**src/include/trip_map.svh**
```systemverilog
`ifndef TRIP_MAP_SVH
`define TRIP_MAP_SVH

// ----------------------------------------
// clock and time base
// ----------------------------------------
`define CLK_FREQ_HZ        50000000
`define TICK_TIME_US       1000
`define TICK_CYCLES        ((`CLK_FREQ_HZ / 1000000) * `TICK_TIME_US)

// ----------------------------------------
// pulse and deglitch times, in ticks of 1 ms
// ----------------------------------------
`define PULSE_HIGH_MS      10
`define PULSE_LOW_MS       6
`define DEGLITCH_MS        1

// ----------------------------------------
// channel count
// ----------------------------------------
`define CHANNEL_COUNT      4

`endif

```
**src/include/trip_pkg.sv**
```systemverilog
package trip_pkg;

  typedef enum logic [1:0] {
    SEQ_IDLE,
    SEQ_HIGH,
    SEQ_LOW
  } seq_state_t;

  // one channel's window comparator results
  typedef struct packed {
    logic above_high;
    logic below_low;
  } window_t;

  // threshold straps: set when the threshold pin is tied to the rail
  typedef struct packed {
    logic high_disabled;
    logic low_disabled;
  } strap_t;

endpackage

```
**src/verilog/trip_deglitch.sv**
```systemverilog
`include "trip_map.svh"

module trip_deglitch #(
  parameter int unsigned DEGLITCH_TICKS = `DEGLITCH_MS
) (
  input  wire logic clk_i,
  input  wire logic rst_i,
  input  wire logic tick_i,
  input  wire logic raw_i,
  output logic      qualified_o
);

  localparam int unsigned CW = $clog2(DEGLITCH_TICKS + 2);

  if (DEGLITCH_TICKS < 1) begin : g_bad_params
    $error("deglitch must be at least one tick");
  end

  logic [CW-1:0] count_q;
  logic          qual_q;

  // ----------------------------------------
  // continuous-excursion timer
  // ----------------------------------------
  // a single low sample restarts the count, so short excursions never qualify;
  // the first tick may land at once, so one extra tick guarantees a whole N ms;
  // actual hold is between N and N+1 ms
  always_ff @(posedge clk_i or posedge rst_i) begin
    if (rst_i) begin
      count_q <= '0;
    end else if (!raw_i) begin
      count_q <= '0;
    end else if (tick_i && count_q < CW'(DEGLITCH_TICKS + 1)) begin
      count_q <= count_q + CW'(1);
    end
  end

  always_ff @(posedge clk_i or posedge rst_i) begin
    if (rst_i) begin
      qual_q <= 1'b0;
    end else begin
      qual_q <= raw_i && (count_q >= CW'(DEGLITCH_TICKS + 1));
    end
  end

  assign qualified_o = qual_q;

endmodule

```
**src/verilog/trip_sequencer.sv**
```systemverilog
`include "trip_map.svh"

// Functional notes
// - trip when any of four channels stays out of window for the deglitch time
// - out of window means above high threshold or below low threshold
// - a declared trip yields one pulse: 10 ms high then 6 ms low
// - gate output is internal pulse ORed with the external trip input
// - trips during the 16 ms period neither restart nor extend it
// - trip still present at period end starts another identical pulse
// - trip cleared at period end returns output low until next trip
// - low threshold tied to rail makes under-threshold results ignored
module trip_sequencer #(
  parameter int unsigned CHANNELS       = `CHANNEL_COUNT,
  parameter int unsigned TICK_CYCLES    = `TICK_CYCLES,
  parameter int unsigned HIGH_TICKS     = `PULSE_HIGH_MS,
  parameter int unsigned LOW_TICKS      = `PULSE_LOW_MS,
  parameter int unsigned DEGLITCH_TICKS = `DEGLITCH_MS
) (
  input  wire logic                              clk_i,
  input  wire logic                              rst_i,
  input  wire trip_pkg::window_t [CHANNELS-1:0]  window_i,
  input  wire trip_pkg::strap_t                  strap_i,
  input  wire logic                              external_trip_input_i,
  output logic                                   trip_pulse_o,
  output logic                                   trip_declared_o,
  output logic                                   gate_o
);

  localparam int unsigned TW = $clog2(TICK_CYCLES + 1);
  localparam int unsigned PW = $clog2(HIGH_TICKS + LOW_TICKS + 1);

  // refuse sizes that the counters and the sequencer cannot serve;
  // a one-cycle tick would leave the time base no count to make
  if (CHANNELS < 1 || TICK_CYCLES < 2 || HIGH_TICKS < 1 ||
      LOW_TICKS < 1 || DEGLITCH_TICKS < 1) begin : g_bad_params
    $error("trip_sequencer parameters out of range");
  end

  // ----------------------------------------
  // pin synchronisers
  // ----------------------------------------
  // every pin level passes two flops; bits are independent levels,
  // so a bit that settles one cycle late only delays its own channel
  trip_pkg::window_t [CHANNELS-1:0] win_meta_q;
  trip_pkg::window_t [CHANNELS-1:0] win_sync_q;
  trip_pkg::strap_t                 strap_meta_q;
  trip_pkg::strap_t                 strap_sync_q;
  logic                             ext_meta_q;
  logic                             ext_sync_q;

  always_ff @(posedge clk_i or posedge rst_i) begin
    if (rst_i) begin
      win_meta_q   <= '0;
      win_sync_q   <= '0;
      // straps default to disabled so nothing trips before they are sampled
      strap_meta_q <= '1;
      strap_sync_q <= '1;
      ext_meta_q   <= 1'b0;
      ext_sync_q   <= 1'b0;
    end else begin
      win_meta_q   <= window_i;
      win_sync_q   <= win_meta_q;
      strap_meta_q <= strap_i;
      strap_sync_q <= strap_meta_q;
      ext_meta_q   <= external_trip_input_i;
      ext_sync_q   <= ext_meta_q;
    end
  end

  // ----------------------------------------
  // 1 ms time base
  // ----------------------------------------
  logic [TW-1:0] tick_cnt_q;
  logic          tick;
  logic          restart_tick;

  assign tick = (tick_cnt_q == TW'(TICK_CYCLES - 1));

  // restarting the base at a new trip makes the first high ms a whole one;
  // it only ever delays the deglitch ticks, so no excursion qualifies early
  // and every later period boundary still falls on a tick
  always_ff @(posedge clk_i or posedge rst_i) begin
    if (rst_i) begin
      tick_cnt_q <= '0;
    end else if (tick || restart_tick) begin
      tick_cnt_q <= '0;
    end else begin
      tick_cnt_q <= tick_cnt_q + TW'(1);
    end
  end

  // ----------------------------------------
  // per-channel window check and deglitch
  // ----------------------------------------
  logic [CHANNELS-1:0] qualified;

  for (genvar ch = 0; ch < CHANNELS; ch++) begin : g_chan
    logic raw;

    // a threshold tied to the rail contributes nothing; the straps are
    // static board ties, so their sync delay only matters just after reset
    assign raw = (win_sync_q[ch].above_high && !strap_sync_q.high_disabled) ||
                 (win_sync_q[ch].below_low  && !strap_sync_q.low_disabled);

    trip_deglitch #(
      .DEGLITCH_TICKS (DEGLITCH_TICKS)
    ) u_deglitch (
      .clk_i       (clk_i),
      .rst_i       (rst_i),
      .tick_i      (tick),
      .raw_i       (raw),
      .qualified_o (qualified[ch])
    );
  end

  logic trip_any;
  assign trip_any = |qualified;

  // ----------------------------------------
  // pulse sequencer
  // ----------------------------------------
  trip_pkg::seq_state_t state_q;
  logic [PW-1:0]        ms_q;
  logic                 pulse_q;
  logic                 pulse_d;
  logic                 gate_q;

  // only a trip seen while idle starts a period; later ones wait for its end
  assign restart_tick = (state_q == trip_pkg::SEQ_IDLE) && trip_any;

  always_ff @(posedge clk_i or posedge rst_i) begin
    if (rst_i) begin
      state_q <= trip_pkg::SEQ_IDLE;
      ms_q    <= '0;
    end else begin
      case (state_q)
        trip_pkg::SEQ_IDLE: begin
          ms_q <= '0;
          if (trip_any) begin
            state_q <= trip_pkg::SEQ_HIGH;
          end
        end
        trip_pkg::SEQ_HIGH: begin
          // trip_any not looked at here: pulse cannot be restarted
          if (tick) begin
            if (ms_q == PW'(HIGH_TICKS - 1)) begin
              ms_q    <= '0;
              state_q <= trip_pkg::SEQ_LOW;
            end else begin
              ms_q <= ms_q + PW'(1);
            end
          end
        end
        trip_pkg::SEQ_LOW: begin
          if (tick) begin
            if (ms_q == PW'(LOW_TICKS - 1)) begin
              ms_q <= '0;
              if (trip_any) begin
                state_q <= trip_pkg::SEQ_HIGH;
              end else begin
                state_q <= trip_pkg::SEQ_IDLE;
              end
            end else begin
              ms_q <= ms_q + PW'(1);
            end
          end
        end
        default: begin
          state_q <= trip_pkg::SEQ_IDLE;
          ms_q    <= '0;
        end
      endcase
    end
  end

  // ----------------------------------------
  // outputs
  // ----------------------------------------
  // next pulse level, computed once so gate is always high while pulse is;
  // taken from the next state so both registers align with state_q,
  // which keeps the high half at exactly HIGH_TICKS ticks
  always_comb begin
    pulse_d = 1'b0;
    case (state_q)
      trip_pkg::SEQ_IDLE: begin
        pulse_d = trip_any;
      end
      trip_pkg::SEQ_HIGH: begin
        pulse_d = !(tick && ms_q == PW'(HIGH_TICKS - 1));
      end
      trip_pkg::SEQ_LOW: begin
        pulse_d = tick && ms_q == PW'(LOW_TICKS - 1) && trip_any;
      end
      default: begin
        pulse_d = 1'b0;
      end
    endcase
  end

  // pulse_q carries the sequencer alone; gate_q adds the external level
  always_ff @(posedge clk_i or posedge rst_i) begin
    if (rst_i) begin
      pulse_q <= 1'b0;
    end else begin
      pulse_q <= pulse_d;
    end
  end

  // external level joins after its own sync, so it reaches the gate 3 edges late
  always_ff @(posedge clk_i or posedge rst_i) begin
    if (rst_i) begin
      gate_q <= 1'b0;
    end else begin
      gate_q <= pulse_d || ext_sync_q;
    end
  end

  assign trip_pulse_o    = pulse_q;
  assign trip_declared_o = trip_any;
  assign gate_o          = gate_q;

endmodule
```
**config.mk**
```make
export PLATFORM = sky130hd
export DESIGN_NAME = trip_sequencer
export DESIGN_NICKNAME = d
export VERILOG_FILES = /design/src/include/trip_pkg.sv /design/src/verilog/trip_deglitch.sv /design/src/verilog/trip_sequencer.sv
export VERILOG_INCLUDE_DIRS = /design/src /design/src/include
export SDC_FILE = /design/constraint.sdc
export NUM_CORES = 1
export LEC_CHECK = 0
export BUFFER_PORTS_ARGS = -buffer_cell sky130_fd_sc_hd__buf_2
export CORE_MARGIN = 5
export CORE_UTILIZATION = 35
export DETAILED_ROUTE_END_ITERATION = 8
export PLACE_DENSITY = 0.51
export SYNTH_ARGS = -nofsm -noshare
export SYNTH_HDL_FRONTEND = slang
export SYNTH_HIERARCHICAL = 1
export SYNTH_SLANG_ARGS = --single-unit
```
**constraint.sdc**
```tcl
create_clock -name clk_i -period 4.37 [get_ports clk_i]
set_input_delay 0.2185 -clock clk_i [delete_from_list [all_inputs] [get_ports clk_i]]
set_output_delay 0.2185 -clock clk_i [all_outputs]
set_load 0.05 [all_outputs]
```
==> metrics.md, run 1 <==
| Metric | Value |
|---|---|
| Status | `finished clean` |
| Seq/Total Area, Yosys | `0.585` |
| Mapped Nets | `240` |
| Total negative slack | `0 ns` |
| CTS buffer count | `9` |
| Mapped Cells | `220` |
| Postcts setup bufs | `0` |
| CP arrival | `approximately 2.4 ns` |
| Least-Margin Pin Slew | `0.954 ns` |
| Yosys top cell by area | `dfrtp_1` |
| First-pass GRT wire length | `8090 um` |
| Worst-path cell chain | `or4b_1, or4_4, clkinv_4, nor3b_1, a2111o_1` |
| Slowest cell on crit path | `or4b_1` |
| Synth Flop Type | `dfrtp_1` |
| Netlist Area Pre-Place | `0.00253 sq mm` |
| H-tree levels | `3` |
| Fin Clk Skew | `0.00939 ns` |
| FF-to-FF End | `gate_o` |
| Endpoints failing setup | `0` |
| Distinct cell type count after synthesis | `41` |
| Cell row count | `31` |
| Nets@finish | `275` |
| Multi-input gate area | `958 sq um` |
| YS warnings | `6` |
| Vias in the first global route | `1683` |
| Clock sinks | `59` |
| R2r worst-path depth | `5` |
| HPWL after DPL | `2990 um` |
| P per Cell Area | `between 300 and 400 mW/mm^2` |
| Crit path largest cell delay | `approximately 0.53 ns` |
| Setup crit end kind | `flip-flop` |
| Tcrit/Tclk final | `0.500` |
| CP Buf/Inv Count | `1` |
| Tmin final | `2.19 ns` |
| Final Hold Fails | `0` |
| Die Wd | `95.1 um` |
| Largest net degree at the start of global routing | `48` |
| Min Hold Slack | `0.332 ns` |
| Top cells by area, synth | `dfrtp_1 54%, dfstp_2 4.2%, ha_1 3.5%, nand4bb_1 3.1%, inv_1 2.8%` |
| Longest Clk Path Bufs | `2` |
| Min-delay worst type | `in2async` |
| # diodes | `0` |
| CP top delay family | `simple AND/OR/NAND/NOR gates` |
| Worst skew pair latency | `0.33 ns` |
| Routability congestion estimate | `0.756` |
| DRC errors left | `0` |
| CP Depth | `5` |
| Layout cell share with drive strength beyond 1 | `0.169` |
| Die area | `0.00904 sq mm` |
| Post-CTS Resized | `0` |
| DR WL/cell | `about 13 um` |
| Critical Path Start Type | `flip-flop` |
| Lkg Pwr | `0.00141 uW` |
| Final WL | `between 4000 and 5000 um` |
| # hold bufs at CTS | `12` |
| Reg2reg start | `tick_cnt_q[10]` |
| Worst R2R Setup Slack | `2.18 ns` |
| Seq. cell area | `0.00148 sq mm` |
| Setup crit end | `gate_o` |
| Crit path launch | `tick_cnt_q[10]` |
| Initial Utilization | `0.355` |
| IO Pins | `16` |
| Most frequent cells in the layout | `55 x dfrtp_1, 18 x inv_1, 17 x nor2_1, 15 x buf_2` |
| Vias/cell | `roughly 4.7` |
| Setup CP Type | `reg2reg` |
| Normalized max-slew margin | `0.363` |
| Asr flop ratio synth | `1.00` |
| GRT overflow | `0` |
| Max-Cap Viols | `0` |
| Worst Path Required | `4.58 ns` |
| Root buffer cell | `clkbuf_8` |
| Final ANT Viol Nets | `0` |
| Die Y | `between 90 and 100 um` |
| Via count | `1679` |
| Area delta synth->final | `20.5%` |
| Iteration-0 DRC count of the detailed router | `56` |
| Crit-path max FO | `20` |
| Synth top area share | `0.543` |
| Syn_area_per_cell | `11.5 sq um` |
| GRT Overall Usage | `0.118` |
| Detailed Routing Iterations Pass 1 | `4` |
| Initial antenna violation count | `0` |
| Worst vdd rail ir drop | `0.232 mV` |
| Port Buf Inserts | `15` |
| CORE AREA | `0.00714 sq mm` |
| Fillcell total | `706` |
| Max Clk Rate | `458 MHz` |
| CTS tree | `done` |
| Most common cell after layout, fill and taps aside | `dfrtp_1` |
| Number of synthesized flops with an enable pin | `0` |
| Number of synthesized register bits | `slightly below 60` |
| Fin util | `0.427` |
| Unrepaired setup endpoints after global routing | `no` |
| Slew Limit Fails | `0` |
| Worst-path clk slew | `0.07 ns` |
[through the flow]
| stage | power [uW] | cells | area [sq um] | worst slack (ns) |
|---|---|---|---|---|
| floorplan | 586 | 220 | 2530 | 2.33 |
| global placement | 599 | 331 | 2720 | 2.25 |
| detailed placement | 599 | 331 | 2720 | 2.19 |
| CTS | 1130 | 359 | 3050 | 2.19 |
| global route | 1160 | 359 | 3050 | 2.10 |
| finish | 1110 | 359 | 3050 | 2.18 |
[state kept, by name, indices dropped and copies added (netlist names)]
register,count
ext_meta_q,1
ext_sync_q,1
g_chan.u_deglitch/count_q,8
g_chan.u_deglitch/qualified_o,4
gate_o,1
ms_q,5
state_q,2
strap_meta_q,2
strap_sync_q,2
tick_cnt_q,16
trip_pulse_o,1
win_meta_q,8
win_sync_q,8
[synth_stat cells (all sizes together) (2+ instances only)]
master and count:
dfrtp 55, inv 19, nor2 17, nand2 12, a21oi 10, nor2b 10, ha 7, nand3 7
nand4bb 7, xor2 7, nor3 6, xnor2 6, and2 4, dfstp 4, nand4 4, o21ai 4
o22ai 4, a22o 3, and3 3, and4 3, mux2 3, a211o 2, clkbuf 2, nand2b 2
nor4 2, o32ai 2, o41ai 2, or4 2
[worst reg2reg max path: cells and delay by family (launching register included)]
family                 cells  cell delay [ns]
flip-flops                 1             0.43
buffers and inverters      1             0.15
AND/OR/NAND/NOR            3             1.10
AO/OA/AOI/OAI              1             0.39
[worst min path at each step]
stage	start	end	slack (ns)
final	rst_i	g_chan[0].u_deglitch/count_q[1]	0.33
after global routing	rst_i	g_chan[0].u_deglitch/qualified_o	0.34
after CTS	rst_i	g_chan[0].u_deglitch/count_q[1]	0.31
after detailed placement	rst_i	g_chan[0].u_deglitch/count_q[1]	0.13
after global placement	rst_i	g_chan[0].u_deglitch/count_q[1]	0.13
after floorplan	rst_i	g_chan[0].u_deglitch/count_q[0]	-0.03
[cells by family after synthesis]
| kind of cell | count (synthesis) | synth area share |
|---|---|---|
| compound gates | 32 | 0.0904 |
| simple gates | 83 | 0.192 |
| flops | 59 | 0.585 |
| mux | 3 | 0.0163 |
| fa+ha+maj | 7 | 0.0346 |
| xor+xnor | 13 | 0.0450 |
| buf+inv | 23 | 0.0366 |
[final cells by class]
cell class	count	share of cell area
sequential	59	0.486
multi-input combinational	138	0.314
timing repair buffer	27	0.0640
clock buffer	11	0.0496
tap	99	0.0406
inverter	20	0.0263
clock inverter	5	0.0197
[where the power goes]
part	total (uW)	internal [uW]	switching (uW)
clock	515	296	218
sequential	562	558	3.40
combinational	33.7	14.2	19.4
total	1110	869	241
[routing by layer]
| metal | up-vias | part of all wire | track usage |
|---|---|---|---|
| li1 | 838 | - | - |
| met1 | 807 | 0.51 | 0.156 |
| met2 | 30 | 0.44 | 0.176 |
| met3 | 4 | 0.036 | 0.0387 |
| met4 | 0 | 0.0088 | 0.0541 |
| met5 | - | 0 | 0 |
Note: power is estimated with default switching activity, not from simulation.
==> inputs of run 2 (changes only) <==
==> constraint.sdc (replaced) <==
create_clock -name clk_i -period 2.15 [get_ports clk_i]
set_input_delay 0.1075 -clock clk_i [delete_from_list [all_inputs] [get_ports clk_i]]
set_output_delay 0.1075 -clock clk_i [all_outputs]
set_load 0.05 [all_outputs]
==> metrics.md, run 2 (synthesized netlist as in run 1, its figures left out) <==
| Metric | Value |
|---|---|
| Worst skew pair latency | `0.33 ns` |
| Max reg flops | `16` |
| Min-delay worst type | `in2async` |
| Largest Register | `tick_cnt_q` |
| Unrepaired setup endpoints after global routing | `no` |
| Worst-path clk slew | `0.08 ns` |
| GRT overflow | `0` |
| Post-CTS Resized | `0` |
| Placed Instance Area | `0.00282 sq mm` |
| Reg2reg start | `tick_cnt_q[11]` |
| R2r worst-path depth | `5` |
| # hold bufs at CTS | `12` |
| Clock sinks | `59` |
| Slowest cell on crit path | `or4b_1` |
| HPWL after DPL | `3250 um` |
| Pre-CTS setup slack | `0.121 ns` |
| Die Y | `95.1 um` |
| Detailed Routing Iterations Pass 1 | `4` |
| DRC errors left | `0` |
| Slew Limit Fails | `0` |
| Worst Path Required | `2.36 ns` |
| Postcts setup bufs | `0` |
| Tcrit/Tclk final | `0.952` |
| Crit path launch | `tick_cnt_q[11]` |
| Final WL | `roughly 4600 um` |
| Worst R2R Setup Slack | `0.10 ns` |
| Total negative slack | `0 ns` |
| Dpl cells | `approximately 340` |
| # diodes | `0` |
| Most common cell after layout, fill and taps aside | `dfrtp_1` |
| Vias in the first global route | `1756` |
| Worst vdd rail ir drop | `0.349 mV` |
| Initial Utilization | `0.355` |
| Port Buf Inserts | `15` |
| Iteration-0 DRC count of the detailed router | `just under 90` |
| Crit-path max FO | `8` |
| Vias/cell | `4.53` |
| Lkg Pwr | `0.00144 uW` |
| H-tree levels | `3` |
| CP arrival | `2.26 ns` |
| Crit path largest cell delay | `0.48 ns` |
| GRT Overall Usage | `0.119` |
| Endpoints failing setup | `0` |
| Setup crit end | `gate_o` |
| Max Clk Rate | `488 MHz` |
| IO Pins | `16` |
| Cell row count | `31` |
| Worst-path cell chain | `or4b_1, or4_4, clkinv_4, nor3b_1, a2111o_1` |
| Nets@finish | `around 290` |
| First-pass GRT wire length | `a little over 8000 um` |
| Via count | `1670` |
| Post-route insts no fill | `369` |
| Final setup margin | `just over 0.1 ns` |
| Most frequent cells in the layout | `55 x dfrtp_1, 18 x inv_1, 17 x nor2_1, 15 x buf_2` |
| Die area | `between 0.009 and 0.01 sq mm` |
| Layout cell share with drive strength beyond 1 | `0.196` |
| Root buffer cell | `clkbuf_8` |
| Largest net degree at the start of global routing | `32` |
| Setup crit end kind | `flip-flop` |
| Critical Path Start Type | `flip-flop` |
| CORE AREA | `0.00714 sq mm` |
| Post-route cell area | `between 0.003 and 0.004 sq mm` |
| Max-Cap Viols | `0` |
| Longest Clk Path Bufs | `2` |
| P per Cell Area | `676 mW/mm^2` |
| Initial antenna violation count | `0` |
| Fin Clk Skew | `0.0111 ns` |
| Normalized max-slew margin | `0.662` |
| Tmin final | `2.05 ns` |
| CTS buffer count | `9` |
| Setup CP Type | `reg2reg` |
| Die Wd | `approximately 95 um` |
| Area delta synth->final | `23.2%` |
| Final ANT Viol Nets | `0` |
| Final Hold Fails | `0` |
| Status | `finished clean` |
| CTS tree | `done` |
| FF-to-FF End | `gate_o` |
| Least-Margin Pin Slew | `about 0.5 ns` |
| DR WL/cell | `12.4 um` |
| Routability congestion estimate | `0.777` |
==> run 2: changes by cell type in the layout (fill, tap and decap cells not counted) <==
| cell | before | now |
|---|---|---|
| buf_12 | 0 | 2 |
| buf_4 | 0 | 8 |
| bufinv_16 | 1 | 0 |
| clkbuf_1 | 0 | 1 |
| clkbuf_8 | 11 | 10 |
| clkinv_2 | 1 | 0 |
| clkinvlp_4 | 1 | 4 |
| inv_6 | 1 | 0 |
==> run 2: worst min-delay path by stage <==
stage                      from                               end  slack (ns)  cells after the start
after floorplan           rst_i   g_chan[0].u_deglitch/count_q[0]       -0.14                      1
after global placement    rst_i  g_chan[1].u_deglitch/qualified_o        0.03                      2
after detailed placement  rst_i   g_chan[1].u_deglitch/count_q[0]        0.03                      2
final                     rst_i   g_chan[0].u_deglitch/count_q[0]        0.22                      3
after CTS                 rst_i   g_chan[0].u_deglitch/count_q[0]        0.21                      3
after global routing      rst_i   g_chan[0].u_deglitch/count_q[0]        0.24                      3
==> run 2: metal layers <==
metal | track usage | routed length, um | vias to the layer above
met5 | 0 | 0 | -
met4 | 0.0529 | 66 | 0
met3 | 0.0410 | 188 | 6
met2 | 0.181 | 2090 | 28
met1 | 0.153 | 2250 | 779
li1 | - | - | 857
==> run 2: final cells by class <==
cell class,count,area (sq um)
timing repair buffer,37,295
fill,678,4020
sequential,59,1480
inverter,20,80.1
clock buffer,11,141
multi-input combinational,138,958
tap,99,124
clock inverter,5,38.8
==> run 2: power by group <==
part / switching, uW / leakage [uW] / internal [uW] / total [uW]
registers: 7.10 / 0.000752 / 1130 / 1140
logic: 39.2 / 0.000608 / 32.6 / 71.8
clock network: 445 / 0.0000778 / 451 / 896
total: 491 / 0.00144 / 1620 / 2110
==> run 2: worst max-delay path: cells and delay by family, from the launching register on <==
| kind | cells | cell delay (ns) |
|---|---|---|
| AOI/OAI and AO/OA | 1 | 0.39 |
| buffers and inverters | 1 | 0.11 |
| DFF | 1 | 0.42 |
| and+or+nand+nor | 3 | 1.02 |
==> run 2: metrics by stage <==
step                power (uW)  utilization  hold WS (ns)
finish                    2110        0.437         0.222
global route              2210        0.437         0.236
CTS                       2140        0.437         0.210
detailed placement        1220        0.395        0.0310
global placement          1220        0.395        0.0295
floorplan                 1190            -        -0.139
